--- src/common/ioxi_pkg.sv ---
package ioxi_pkg;
	// ==========================================================
	// register map (byte addresses = command value times four)
	localparam logic [7:0] CMD_INPUT  = 8'h00;
	localparam logic [7:0] CMD_OUTPUT = 8'h01;
	localparam logic [7:0] CMD_INVERT = 8'h02;
	localparam logic [7:0] CMD_DIR    = 8'h03;
	localparam logic [7:0] CMD_STATUS = 8'h04;
	localparam int ADDR_W = 5;
	// ==========================================================
	// reset values
	localparam logic [7:0] RST_OUTPUT = 8'hff;
	localparam logic [7:0] RST_INVERT = 8'h00;
	localparam logic [7:0] RST_DIR    = 8'hff;
	localparam logic [7:0] RST_INPUT  = 8'hff;
	localparam logic [31:0] UNMAPPED_READ = 32'h0000_0000;
	// ==========================================================
	// power-on hold
	localparam int POR_NS = 400;
	localparam int CLK_NS = 40;
	localparam int POR_CYCLES = (POR_NS + CLK_NS - 1) / CLK_NS;

	typedef struct packed {
		logic [7:0] drive;
		logic [7:0] oe_n;
	} ioxi_pins_type;
endpackage

--- src/design/ioxi_top.sv ---
// What this block does
// - the alert is pulled low when any input-configured pin changes level.
// - the alert is released once every changed pin is back at its old level.
// - reading the input register releases the alert and rebases the reference.
// - turning an output into an input may raise a spurious alert.
// - a power-on pulse holds all logic in reset until supply is valid.
// - after power-on release every register takes its default value.
// - command 0x00 reads pin levels for all pins; writes are ignored.
// - command 0x03 is direction, set bit means input, defaults all set.
// - command 0x02 inverts input register bits, defaults all clear.
// - command 0x01 drives output pins, defaults ones, reads the flop.
//
// Design decisions made here: the Avalon-MM slave port and the placing of the registers.
module ioxi_top (
	input  wire logic                       sys_clk,
	input  wire logic                       rst,
	input  wire logic                       supply_ok,
	input  wire logic [ioxi_pkg::ADDR_W-1:0] avs_address,
	input  wire logic                       avs_read,
	input  wire logic                       avs_write,
	input  wire logic [31:0]                avs_writedata,
	output logic      [31:0]                avs_readdata,
	output logic                            avs_waitrequest,
	input  wire logic [7:0]                 pin_in,
	output ioxi_pkg::ioxi_pins_type         pin_out,
	output logic                            alert_out,
	output logic                            alert_oe_n
);
	// ==========================================================
	// power-on reset
	logic [1:0] sup_sync_reg;
	logic [7:0] por_cnt_reg;
	logic       por_reg;
	logic       hold;
	assign hold = rst | por_reg;

	always_ff @(posedge sys_clk) begin
		if (rst) begin
			sup_sync_reg <= 2'b00;
		end else begin
			sup_sync_reg <= {sup_sync_reg[0], supply_ok};
		end
	end

	// count a minimum hold after supply is seen valid
	always_ff @(posedge sys_clk) begin
		if (rst || !sup_sync_reg[1]) begin
			por_cnt_reg <= 8'h00;
			por_reg     <= 1'b1;
		end else if (por_cnt_reg < 8'(ioxi_pkg::POR_CYCLES)) begin
			por_cnt_reg <= por_cnt_reg + 8'h01;
			por_reg     <= 1'b1;
		end else begin
			por_reg     <= 1'b0;
		end
	end

	// ==========================================================
	// pin synchroniser
	logic [7:0] pin_s1_reg;
	logic [7:0] pin_s2_reg;
	always_ff @(posedge sys_clk) begin
		if (hold) begin
			pin_s1_reg <= ioxi_pkg::RST_INPUT;
			pin_s2_reg <= ioxi_pkg::RST_INPUT;
		end else begin
			pin_s1_reg <= pin_in;
			pin_s2_reg <= pin_s1_reg;
		end
	end

	// ==========================================================
	// registers
	logic [7:0] out_reg;
	logic [7:0] inv_reg;
	logic [7:0] dir_reg;
	logic       wr_acc;
	logic       rd_acc;
	logic [7:0] cmd;
	assign cmd    = 8'(avs_address[ioxi_pkg::ADDR_W-1:2]);
	assign wr_acc = avs_write & ~avs_waitrequest;
	assign rd_acc = avs_read & ~avs_waitrequest;

	always_ff @(posedge sys_clk) begin
		if (hold) begin
			out_reg <= ioxi_pkg::RST_OUTPUT;
			inv_reg <= ioxi_pkg::RST_INVERT;
			dir_reg <= ioxi_pkg::RST_DIR;
		end else if (wr_acc) begin
			case (cmd)
				ioxi_pkg::CMD_OUTPUT: out_reg <= avs_writedata[7:0];
				ioxi_pkg::CMD_INVERT: inv_reg <= avs_writedata[7:0];
				ioxi_pkg::CMD_DIR:    dir_reg <= avs_writedata[7:0];
				default: ; // input register writes dropped
			endcase
		end
	end

	// ==========================================================
	// change detection
	logic [7:0] ref_reg;
	logic [7:0] snap_reg;
	logic [7:0] changed;
	logic       rd_input;
	assign rd_input = rd_acc && cmd == ioxi_pkg::CMD_INPUT;

	// pins as returned to the host; a change after the snapshot still alerts
	always_ff @(posedge sys_clk) begin
		if (hold) begin
			snap_reg <= ioxi_pkg::RST_INPUT;
		end else if (avs_read && wait_reg && cmd == ioxi_pkg::CMD_INPUT) begin
			snap_reg <= pin_s2_reg;
		end
	end
	// a pin just turned to input is compared with a stale reference
	assign changed  = (pin_s2_reg ^ ref_reg) & dir_reg;

	always_ff @(posedge sys_clk) begin
		if (hold) begin
			ref_reg <= ioxi_pkg::RST_INPUT;
		end else if (rd_input) begin
			ref_reg <= snap_reg;
		end
	end

	// alert follows difference, so returning pins release it
	always_ff @(posedge sys_clk) begin
		if (hold) begin
			alert_oe_n <= 1'b1;
		end else if (rd_input) begin
			alert_oe_n <= 1'b1;
		end else begin
			alert_oe_n <= ~(|changed);
		end
	end
	assign alert_out = 1'b0;

	// ==========================================================
	// bus slave: one wait state per access
	logic wait_reg;
	always_ff @(posedge sys_clk) begin
		if (hold) begin
			wait_reg <= 1'b1;
		end else if ((avs_read || avs_write) && wait_reg) begin
			wait_reg <= 1'b0;
		end else begin
			wait_reg <= 1'b1;
		end
	end
	assign avs_waitrequest = wait_reg;

	always_ff @(posedge sys_clk) begin
		if (hold) begin
			avs_readdata <= ioxi_pkg::UNMAPPED_READ;
		end else if ((avs_read) && wait_reg) begin
			case (cmd)
				ioxi_pkg::CMD_INPUT:
					avs_readdata <= {24'h00_0000, pin_s2_reg ^ inv_reg};
				ioxi_pkg::CMD_OUTPUT:
					avs_readdata <= {24'h00_0000, out_reg};
				ioxi_pkg::CMD_INVERT:
					avs_readdata <= {24'h00_0000, inv_reg};
				ioxi_pkg::CMD_DIR:
					avs_readdata <= {24'h00_0000, dir_reg};
				ioxi_pkg::CMD_STATUS:
					avs_readdata <= {23'h00_0000, ~alert_oe_n, changed};
				default:
					avs_readdata <= ioxi_pkg::UNMAPPED_READ;
			endcase
		end
	end

	// ==========================================================
	// pin drivers: oe low means driven
	always_ff @(posedge sys_clk) begin
		if (hold) begin
			pin_out <= '{drive: ioxi_pkg::RST_OUTPUT, oe_n: ioxi_pkg::RST_DIR};
		end else begin
			pin_out <= '{drive: out_reg, oe_n: dir_reg};
		end
	end

	// ==========================================================
	// checks
	property p_alert_on_change;
		@(posedge sys_clk) disable iff (hold)
		(|changed && !rd_input) |=> !alert_oe_n;
	endproperty
	a_alert_on_change: assert property (p_alert_on_change)
		else $error("alert not raised on change");

	property p_release_on_return;
		@(posedge sys_clk) disable iff (hold)
		(changed == 8'h00) |=> alert_oe_n;
	endproperty
	a_release_on_return: assert property (p_release_on_return)
		else $error("alert held with no change");

	property p_read_clears;
		@(posedge sys_clk) disable iff (hold)
		rd_input |=> (alert_oe_n && ref_reg == $past(snap_reg));
	endproperty
	a_read_clears: assert property (p_read_clears)
		else $error("input read did not clear alert");

	property p_por_hold;
		@(posedge sys_clk) disable iff (rst)
		!sup_sync_reg[1] |=> por_reg;
	endproperty
	a_por_hold: assert property (p_por_hold)
		else $error("logic left reset without supply");

	property p_defaults;
		@(posedge sys_clk)
		$fell(por_reg) |-> (dir_reg == 8'hff && out_reg == 8'hff
			&& inv_reg == 8'h00);
	endproperty
	a_defaults: assert property (p_defaults)
		else $error("registers not at defaults");

	property p_input_ro;
		@(posedge sys_clk) disable iff (hold)
		(wr_acc && cmd == ioxi_pkg::CMD_INPUT) |=> $stable(out_reg)
			&& $stable(inv_reg) && $stable(dir_reg);
	endproperty
	a_input_ro: assert property (p_input_ro)
		else $error("input register write changed state");

	property p_dir_write;
		@(posedge sys_clk) disable iff (hold)
		(wr_acc && cmd == ioxi_pkg::CMD_DIR) |=> ##1
			pin_out.oe_n == $past(avs_writedata[7:0], 2);
	endproperty
	a_dir_write: assert property (p_dir_write)
		else $error("direction not applied");

	property p_out_pins_quiet;
		@(posedge sys_clk) disable iff (hold)
		((changed == 8'h00) && |((pin_s2_reg ^ ref_reg) & ~dir_reg))
			|=> alert_oe_n;
	endproperty
	a_out_pins_quiet: assert property (p_out_pins_quiet)
		else $error("output pins raised alert");

	property p_one_wait;
		@(posedge sys_clk) disable iff (hold)
		($rose(avs_read) || $rose(avs_write)) |-> avs_waitrequest
			##1 !avs_waitrequest;
	endproperty
	a_one_wait: assert property (p_one_wait)
		else $error("bus answer not after one wait");
endmodule

--- config.mk ---
export PLATFORM = sky130hd
export DESIGN_NAME = ioxi_top
export DESIGN_NICKNAME = d
export VERILOG_FILES = /design/src/common/ioxi_pkg.sv /design/src/design/ioxi_top.sv
export SDC_FILE = /design/constraint.sdc
export NUM_CORES = 1
export LEC_CHECK = 0
export CORE_MARGIN = 1
export CORE_UTILIZATION = 35
export DETAILED_ROUTE_END_ITERATION = 6
export DONT_BUFFER_PORTS = 1
export PLACE_DENSITY = 0.5
export SYNTH_ARGS = -nofsm -noshare
export SYNTH_HDL_FRONTEND = slang
export SYNTH_SLANG_ARGS = --single-unit
--- constraint.sdc ---
create_clock -name sys_clk -period 1.7 [get_ports sys_clk]
set_clock_uncertainty 0.2 [all_clocks]
set_input_delay 0.34 -clock sys_clk [delete_from_list [all_inputs] [get_ports sys_clk]]
set_output_delay 0.34 -clock sys_clk [all_outputs]
set_load 0.02 [all_outputs]
==> summary.md, run 1 <==
| Metric | Value |
|---|---|
| Status | `finished clean` |
| Largest register FFs | `16` |
| Layout cells sized above 1 | `0.0829` |
| Critical path required time | `1.78 ns` |
| Slack of the critical path | `roughly 0.11 ns` |
| Fin. max-slew vios | `0` |
| RSZ-0062 raised after global routing | `no` |
| Clk buf depth | `2` |
| Fin nets | `between 400 and 500` |
| Via-to-Cell Ratio | `approximately 4.8` |
| Clock period minus worst slack | `1.59 ns` |
| Starting Density | `0.362` |
| # H-tree levels | `3` |
| F_max | `around 630 MHz` |
| CP Class | `flip-flop to flip-flop` |
| Largest Register | `pin_out` |
| HPWL Detailed | `slightly below 6 mm` |
| Mapped Area | `~3700 um^2` |
| Core Footprint | `between 10000 and 15000 um^2` |
| Iter 0 DRT Violations | `86` |
| Rel. slew slack | `0.417` |
| Post-Syn Instances | `391` |
| Routed vias | `about 2700` |
| Critical Path Sink Type | `flip-flop` |
| Buffers on Ports | `0` |
| Largest registers | `pin_out x16, avs_readdata x9` |
| # Max-Cap Violations | `0` |
| Drt first pass iters | `4` |
| Worst hold path type | `primary input to flip-flop` |
| Row count | `37` |
| Clock Sinks | `between 90 and 100` |
| Antenna violations before repair | `0` |
| Max incr delay on CP | `0.43 ns` |
| CP top delay family | `simple AND/OR/NAND/NOR gates` |
| Clk Latency, worst-skew pair | `0.36 ns` |
| Leakage | `roughly 1.6 nW` |
| Final hold violation count | `0` |
| Drc violations | `0` |
| Synthesis-to-finish area growth | `15.0%` |
| Buffers & Inverters on Critical Path | `0` |
| Final WL | `8.25 mm` |
| Startpoint types | `flip-flop` |
| Largest net degree at the start of global routing | `34` |
| Setup violators final | `0` |
| Die height | `105 um` |
| Post-synthesis sequential area ratio | `0.504` |
| CTS Root Cell | `clkbuf_8` |
| CP Max Fanout | `6` |
| Final GP Congestion | `0.759` |
| Ports | `101` |
| Worst-path cell chain | `nand2_2, nor2_1, nand3_1, o211ai_1` |
| Ranking of synthesized cells by area | `dfxtp_1 50%, mux2i_1 8.6%, nand2_1 6.2%` |
| CTS tree | `yes` |
| Vias in the first global route | `roughly 2600` |
| Worst-Margin Slew | `between 0.8 and 0.9 ns` |
| DIE WIDTH | `105 um` |
| Final core occ | `0.416` |
| DIE AREA | `11100 um^2` |
| Ys Warns | `0` |
| # diodes | `0` |
| Remaining global-route overflow | `0` |
| Per-cell routed wire length | `14.8 um` |
| Post-CTS Setup Bufs | `0` |
| Yosys top cell area share | `0.504` |
| Clk pin slew, worst setup/hold paths | `roughly 0.10 ns` |
| TNS Setup | `0 ns` |
| Synth area leader | `dfxtp_1` |
| Crit-path slowest cell | `dfxtp_4` |
| Post-route ant nets | `0` |
| Pre-CTS setup slack | `between 0.1 and 0.15 ns` |
| Tcrit/Tclk final | `0.935` |
| Power per cell area | `about 920 nW/um^2` |
| Synth Register Bits | `94` |
| Crit path DAT | `roughly 1.7 ns` |
| GRT Overall Usage | `0.162` |
| Cts bufs inserted | `9` |
| Synth cell types | `39` |
| Synthesized area per cell | `around 9.5 um^2` |
| First-pass GRT wire length | `between 10 and 15 mm` |
| Peak supply drop | `between 0.4 and 0.5 mV` |
[final cells by class]
class / count / area (um^2)
clock inverters: 7 / 90.1
repair buffers: 35 / 348
inverters: 1 / 3.75
flip-flops and latches: 94 / 1890
well taps: 136 / 170
clock buffers: 9 / 124
multi-input cells: 276 / 1670
fillers: 1050 / 6030
[per-stage QoR]
stage	instance area, um^2	cells	total power, mW	hold slack (ns)
floorplan	3820	414	2.42	0.184
global placement	3850	519	2.36	0.190
detailed placement	3850	519	2.36	0.190
CTS	4290	558	4.00	0.00275
global route	4290	558	4.11	0.00969
finish	4290	558	3.94	0.0206
[worst paths after layout]
kind | startpoint | endpoint | slack [ns] | cells after the start
worst max-delay path | avs_waitrequest | avs_readdata[0] | 0.11 | 4
worst min-delay path | avs_address[2] | avs_readdata[7] | 0.02 | 2
worst max register to register | avs_waitrequest | avs_readdata[0] | 0.11 | 4
worst min register to register | pin_s1_reg[6] | pin_s2_reg[6] | 0.21 | 1
[synthesized netlist by cell type (all sizes together)]
cell type and number:
inv 1, a211oi 2, nand4b 1, nor3 3, nor4 2, ha 1
nor2 19, buf 30, conb 1, or2 1, mux2i 32, o21ai 10
xnor2 8, dfxtp 94, and2 4, clkbuf 13, xor2 9, nand4 1
nand3 20, a22oi 2, nand3b 1, a41oi 1, a31oi 1, or3 32
nor3b 1, nand2 63, o211ai 14, a21oi 6, a32oi 2, nor2b 3
o21a 1, and4b 1, and3 1, nand2b 10
[logic make-up after synthesis]
family	share of synthesized area
other	0.00100
multiplexers	0.0858
AO/OA/AOI/OAI	0.0684
buffers and inverters	0.0720
AND/OR/NAND/NOR	0.226
flip-flops	0.504
XOR/XNOR	0.0399
adder cells (fa/ha/maj)	0.00335
[cell usage in the layout (no fill, tap or decap), types with 2 or more instances in the layout]
cell / instances
clkbuf_8: 9
conb_1: 24
xnor2_1: 8
nor3_1: 2
buf_4: 10
nor2_1: 18
and2_1: 4
or3_1: 32
mux2i_1: 32
a21oi_1: 6
o211ai_1: 14
inv_6: 3
buf_12: 2
dlygate4sd3_1: 22
nand2_1: 62
a211oi_1: 2
nor2b_1: 3
a22oi_1: 2
nand3_1: 20
o21ai_0: 10
a32oi_1: 2
xor2_1: 9
clkinv_4: 2
nand2b_1: 10
dfxtp_1: 93
[what timing repair did]
| item | CTS | global route |
|---|---|---|
| hold buffers | 23 | 0 |
| setup endpoints to repair | 0 | 1 |
| endpoints found under the hold margin | 65 | 0 |
| resized for setup | 0 | 1 |
[per-layer routing]
| layer | wire length, um | track usage | vias to the layer above |
|---|---|---|---|
| li1 | - | - | 1342 |
| met1 | 3900 | 0.211 | 1237 |
| met2 | 3840 | 0.258 | 71 |
| met3 | 480 | 0.0557 | 2 |
| met4 | 31 | 0.0352 | 0 |
| met5 | 0 | 0 | - |
[where the power goes]
part	switching (mW)	total, mW	internal, mW	leakage (nW)
Sequential	0.00133	2.20	2.20	0.760
Clock	0.855	1.57	0.713	0.108
Combinational	0.0986	0.168	0.0693	0.745
Total	0.955	3.94	2.98	1.61
Note: power is estimated with default switching activity, not from simulation.
==> run 2, diff against run 1 <==
--- a/config.mk
+++ b/config.mk
@@ -10,6 +10,8 @@
 export DETAILED_ROUTE_END_ITERATION = 6
 export DONT_BUFFER_PORTS = 1
 export PLACE_DENSITY = 0.5
+export RECOVER_POWER = 50
+export SKIP_CTS_REPAIR_TIMING = 1
 export SYNTH_ARGS = -nofsm -noshare
 export SYNTH_HDL_FRONTEND = slang
 export SYNTH_SLANG_ARGS = --single-unit
==> run 2 against run 1 <==
Net effect:
- the run now ends with negative hold slack left
- first-iteration DRC count grew 2.3%
- fmax shrank 0.26%
- worst hold slack lost 0.15 ns
- combinational power shrank 6%
- sequential share of layout area grew 0.13 points
- non-clock buffer count shrank 1
- design area shrank 0.29%
- sequential power is essentially flat
- total power shrank 0.25%
- largest cell class unchanged
==> summary.md, run 2 (synthesis results as in run 1) <==
| Metric | Value |
|---|---|
| Status | `finished, violations left` |
| Violated checks | `negative hold slack` |
| Iter 0 DRT Violations | `88` |
| Clk Latency, worst-skew pair | `about 0.36 ns` |
| Min Hold Slack | `-0.129 ns` |
| CP Max Fanout | `6` |
| Crit-path slowest cell | `dfxtp_4` |
| Hold Path End | `pin_s1_reg[4]` |
| Cts bufs inserted | `9` |
| Clock Sinks | `between 90 and 100` |
| Final WL | `between 8 and 9 mm` |
| Clock period minus worst slack | `1.59 ns` |
| Layout cells sized above 1 | `0.0831` |
| Buffers on Ports | `0` |
| Critical Path Sink Type | `flip-flop` |
| Setup violators final | `0` |
| Largest Register | `pin_out` |
| Largest register FFs | `16` |
| Critical path required time | `approximately 1.8 ns` |
| Worst R2R Start | `avs_waitrequest` |
| Antenna violations before repair | `0` |
| Largest net degree at the start of global routing | `39` |
| Drc violations | `0` |
| Routed vias | `2635` |
| Tcrit/Tclk final | `0.938` |
| Core Footprint | `a little over 10000 um^2` |
| HPWL Detailed | `roughly 5.9 mm` |
| Placed Cells | `a little over 500` |
| # Max-Cap Violations | `0` |
| Fin nets | `between 400 and 500` |
| Largest registers | `pin_out x16, avs_readdata x9` |
| Max incr delay on CP | `0.43 ns` |
| Per-cell routed wire length | `between 10 and 15 um` |
| Worst Setup SP | `avs_waitrequest` |
| # H-tree levels | `3` |
| Fin cells | `557` |
| Fin. max-slew vios | `0` |
| Row count | `37` |
| GRT Overall Usage | `0.156` |
| Worst r2r path cells | `4` |
| Worst-path cell chain | `nand2_2, nor2_1, nand3_1, o211ai_1` |
| Die height | `between 100 and 150 um` |
| Ports | `roughly 100` |
| Final hold violation count | `32` |
| CP top delay family | `simple AND/OR/NAND/NOR gates` |
| Rel. slew slack | `0.636` |
| Worst-Margin Slew | `0.542 ns` |
| Hold Startpoint | `rst` |
| CTS tree | `yes` |
| F_max | `between 600 and 700 MHz` |
| Via-to-Cell Ratio | `approximately 4.7` |
| RSZ-0062 raised after global routing | `no` |
| Worst hold path type | `primary input to flip-flop` |
| Commonest cells after routing, fill and taps aside | `93 x dfxtp_1, 62 x nand2_1, 32 x mux2i_1, 32 x or3_1, 24 x conb_1` |
| TNS Setup | `0 ns` |
| Startpoint types | `flip-flop` |
| Remaining global-route overflow | `0` |
| CP Class | `flip-flop to flip-flop` |
| Synthesis-to-finish area growth | `14.6%` |
| Final GP Congestion | `~0.76` |
| Commonest non-fill, non-tap cell in the layout | `dfxtp_1` |
| Worst hold stages | `1` |
| Flop2flop setup slack | `0.11 ns` |
| Filler cells | `1058` |
| Vias in the first global route | `around 2500` |
| Reg-to-Reg End | `avs_readdata[0]` |
| # diodes | `0` |
| Clk buf depth | `2` |
| First-pass GRT wire length | `approximately 13 mm` |
| Starting Density | `0.362` |
| Post-route ant nets | `0` |
| DIE AREA | `11100 um^2` |
| Drt first pass iters | `4` |
| Clk pin slew, worst setup/hold paths | `roughly 0.10 ns` |
| Crit path DAT | `approximately 1.7 ns` |
| DIE WIDTH | `around 110 um` |
| Power per cell area | `~920 nW/um^2` |
| Peak supply drop | `around 0.43 mV` |
| Buffers & Inverters on Critical Path | `0` |
| Leakage | `around 1.6 nW` |
| CTS Root Cell | `clkbuf_8` |
## run 2: cell types whose count changed in the layout (fill, tap and decap cells not counted)
cell	change
dlymetal6s4s_1	-1
and2_0	+4
and2_1	-4
## run 2: how the worst max path moves through the flow
stage,endpoint,slack [ns],depth (start not counted)
6_report,avs_readdata[0],0.11,4
5_1_grt,avs_readdata[0],0.01,4
4_1_cts,snap_reg[5],0.12,5
3_5_place_dp,snap_reg[7],0.14,5
3_3_place_gp,avs_readdata[7],0.14,5
2_1_floorplan,snap_reg[0],0.02,4
## run 2: area by class of cell
cell class	instances	area [um^2]	share of cell area
well taps	136	170	0.0398
clock buffers	9	124	0.0289
flip-flops and latches	94	1890	0.441
repair buffers	34	335	0.0783
multi-input cells	276	1670	0.391
inverters	1	3.75	0.000877
clock inverters	7	90.1	0.0210
## run 2: stage by stage
stage | util | area [um^2] | power (mW) | hold slack (ns) | worst slack [ns]
floorplan | - | 3820 | 2.42 | 0.184 | 0.0214
global placement | 0.373 | 3850 | 2.36 | 0.190 | 0.140
detailed placement | 0.373 | 3850 | 2.36 | 0.190 | 0.137
CTS | 0.393 | 4060 | 3.94 | -0.178 | 0.117
global route | 0.415 | 4280 | 4.10 | -0.167 | 0.0125
finish | 0.415 | 4280 | 3.93 | -0.129 | 0.106
## run 2: routing by layer
| layer | GRT usage | wire length [um] |
|---|---|---|
| met2 | 0.246 | 3920 |
| met3 | 0.0594 | 397 |
| met4 | 0.0332 | 31 |
| met1 | 0.203 | 3920 |
| met5 | 0 | 0 |
## run 2: report_power, final
group | internal [mW] | switching [mW] | total, mW
Sequential | 2.20 | 0.00135 | 2.20
Clock | 0.713 | 0.855 | 1.57
Combinational | 0.0675 | 0.0903 | 0.158
==> run 3, diff against run 2 <==
--- a/config.mk
+++ b/config.mk
@@ -9,8 +9,7 @@
 export CORE_UTILIZATION = 35
 export DETAILED_ROUTE_END_ITERATION = 6
 export DONT_BUFFER_PORTS = 1
-export PLACE_DENSITY = 0.5
-export RECOVER_POWER = 50
+export RECOVER_POWER = 25
 export SKIP_CTS_REPAIR_TIMING = 1
 export SYNTH_ARGS = -nofsm -noshare
 export SYNTH_HDL_FRONTEND = slang
==> constraint.sdc (replaced) <==
create_clock -name sys_clk -period 1.9 [get_ports sys_clk]
set_clock_uncertainty 0.2 [all_clocks]
set_input_delay 0.38 -clock sys_clk [delete_from_list [all_inputs] [get_ports sys_clk]]
set_output_delay 0.38 -clock sys_clk [all_outputs]
set_load 0.02 [all_outputs]
==> run 3 against run 2 <==
Net effect:
- largest cell class unchanged
- critical endpoint is now pin_s1_reg[2]
- via count rose by 2.3%
- sequential share of layout area down 0.15 points
- first-iteration DRC count rose by 31%
- die area unchanged
- routed wire length down 1.6%
- global-route usage fell by 0.47 points
- sequential power down 10%
- critical path depth shrank 1
- register-to-register slack improved by 0.02 ns
- setup slack improved by 0.017 ns
- design area up 0.15%
- largest power group unchanged
- highest routed layer unchanged
- the flow still finishes with violations (negative hold slack)
==> summary.md, run 3 (synthesis results as in run 1) <==
| Metric | Value |
|---|---|
| Tcrit/Tclk final | `0.935` |
| Synthesis-to-finish area growth | `14.8%` |
| Ports | `approximately 100` |
| # Max-Cap Violations | `0` |
| Largest registers | `pin_out x16, avs_readdata x9` |
| Fin nets | `between 400 and 500` |
| Drt first pass iters | `4` |
| Critical path capture point | `pin_s1_reg[2]` |
| Commonest non-fill, non-tap cell in the layout | `dfxtp_1` |
| DIE WIDTH | `between 100 and 150 um` |
| Clk buf depth | `2` |
| CP Max Fanout | `33` |
| Flop2flop setup slack | `~0.12 ns` |
| Crit path DAT | `1.84 ns` |
| Die height | `about 110 um` |
| Iter 0 DRT Violations | `115` |
| RSZ-0062 raised after global routing | `no` |
| Largest register FFs | `16` |
| TNS Setup | `0 ns` |
| First-pass GRT wire length | `approximately 13 mm` |
| Clk Latency, worst-skew pair | `0.36 ns` |
| Vias in the first global route | `2501` |
| # diodes | `0` |
| Per-cell routed wire length | `approximately 14 um` |
| Drc violations | `0` |
| Layout cells sized above 1 | `0.0728` |
| Clk pin slew, worst setup/hold paths | `roughly 0.10 ns` |
| Worst R2R Start | `por_reg` |
| Largest Register | `pin_out` |
| Row count | `37` |
| Setup violators final | `0` |
| F_max | `about 560 MHz` |
| Buffers & Inverters on Critical Path | `2` |
| Peak supply drop | `~0.40 mV` |
| Status | `finished, violations left` |
| Design Area, Final | `roughly 4300 um^2` |
| DIE AREA | `approximately 11000 um^2` |
| Crit path depth | `3` |
| Filler cells | `1045` |
| GRT Overall Usage | `0.152` |
| CTS Root Cell | `clkbuf_8` |
| Clock Sinks | `94` |
| Leakage | `roughly 1.6 nW` |
| CP Class | `flip-flop to flip-flop` |
| Cts bufs inserted | `9` |
| DP Area | `3800 um^2` |
| Worst hold path type | `primary input to flip-flop` |
| Min Hold Slack | `-0.0394 ns` |
| CTS tree | `yes` |
| Worst-path cell chain | `buf_4, or3_1, dlygate4sd3_1` |
| Post-route ant nets | `0` |
| Rel. slew slack | `0.499` |
| Clock period minus worst slack | `1.78 ns` |
| Buffers on Ports | `0` |
| Largest net degree at the start of global routing | `39` |
| Worst-Margin Slew | `about 0.75 ns` |
| Starting Density | `0.362` |
| Fin. max-slew vios | `0` |
| Final WL | `a little over 8 mm` |
| Via-to-Cell Ratio | `between 4 and 5` |
| Antenna violations before repair | `0` |
| Final GP Congestion | `a little over 0.8` |
| Reg-to-Reg End | `pin_s1_reg[2]` |
| Crit-path slowest cell | `dlygate4sd3_1` |
| Power per cell area | `801 nW/um^2` |
| Max incr delay on CP | `between 0.5 and 0.6 ns` |
| Remaining global-route overflow | `0` |
| HPWL Detailed | `between 5 and 6 mm` |
| Worst r2r path cells | `3` |
| # H-tree levels | `3` |
| Commonest cells after routing, fill and taps aside | `94 x dfxtp_1, 62 x nand2_1, 32 x mux2i_1, 32 x or3_1, 29 x dlygate4sd3_1` |
| CP top delay family | `buffers and inverters` |
| Violated checks | `negative hold slack` |
| Critical path required time | `1.97 ns` |
| Worst Setup SP | `por_reg` |
| Final hold violation count | `2` |
| Startpoint types | `flip-flop` |
| Routed vias | `approximately 2700` |
| Core Footprint | `around 10000 um^2` |
| Critical Path Sink Type | `flip-flop` |
## run 3: cell count changes in the layout (fill, tap and decap cells not counted), moves of 2 or more
cell,before,now
dlygate4sd3_1,22,29
and2_0,4,0
clkinv_4,2,0
and2_1,0,4
inv_8,0,3
buf_12,2,0
## run 3: worst reg2reg max path: stages, from the launching register on
cell and delay (ns):
dfxtp_1 0.32, buf_4 0.22, or3_1 0.39, dlygate4sd3_1 0.55
## run 3: final cells by class
cell class / count / area (um^2) / area share
Timing Repair Buffer: 39 / 363 / 0.0846
Multi-Input combinational cell: 276 / 1670 / 0.389
Inverter: 1 / 3.75 / 0.000876
Sequential cell: 94 / 1880 / 0.439
Clock buffer: 9 / 124 / 0.0289
Clock inverter: 7 / 75.1 / 0.0175
Tap cell: 136 / 170 / 0.0397
## run 3: worst min-delay path by stage
stage	from	endpoint	slack (ns)	depth (start not counted)
floorplan	pin_s1_reg[0]	pin_s2_reg[0]	0.18	1
global placement	pin_s1_reg[5]	pin_s2_reg[5]	0.19	1
detailed placement	pin_s1_reg[3]	pin_s2_reg[3]	0.20	1
CTS	rst	sup_sync_reg[0]	-0.14	1
global route	avs_writedata[2]	inv_reg[2]	0.001	2
finish	avs_writedata[2]	inv_reg[2]	-0.04	2
## run 3: where the power goes
group	total (mW)	internal, mW	switching [mW]	leakage [nW]
Clock	1.32	0.524	0.799	0.0990
Sequential	1.97	1.97	0.00130	0.760
Combinational	0.139	0.0556	0.0835	0.719
## run 3: routing by layer
metal | vias up | track usage | part of all wire
li1 | 1348 | - | -
met1 | 1261 | 0.194 | 0.46
met2 | 78 | 0.243 | 0.48
met3 | 8 | 0.0476 | 0.052
met4 | 0 | 0.0473 | 0.011
met5 | - | 0 | 0
## run 3: through the flow
stage / instances / util / setup WS, ns / total power [mW]
2_1_floorplan: 414 / - / 0.139 / 2.17
3_3_place_gp: 517 / 0.368 / 0.274 / 2.11
3_5_place_dp: 517 / 0.368 / 0.252 / 2.11
4_1_cts: 533 / 0.388 / 0.239 / 3.43
5_1_grt: 562 / 0.415 / 0.0552 / 3.60
6_report: 562 / 0.415 / 0.123 / 3.43
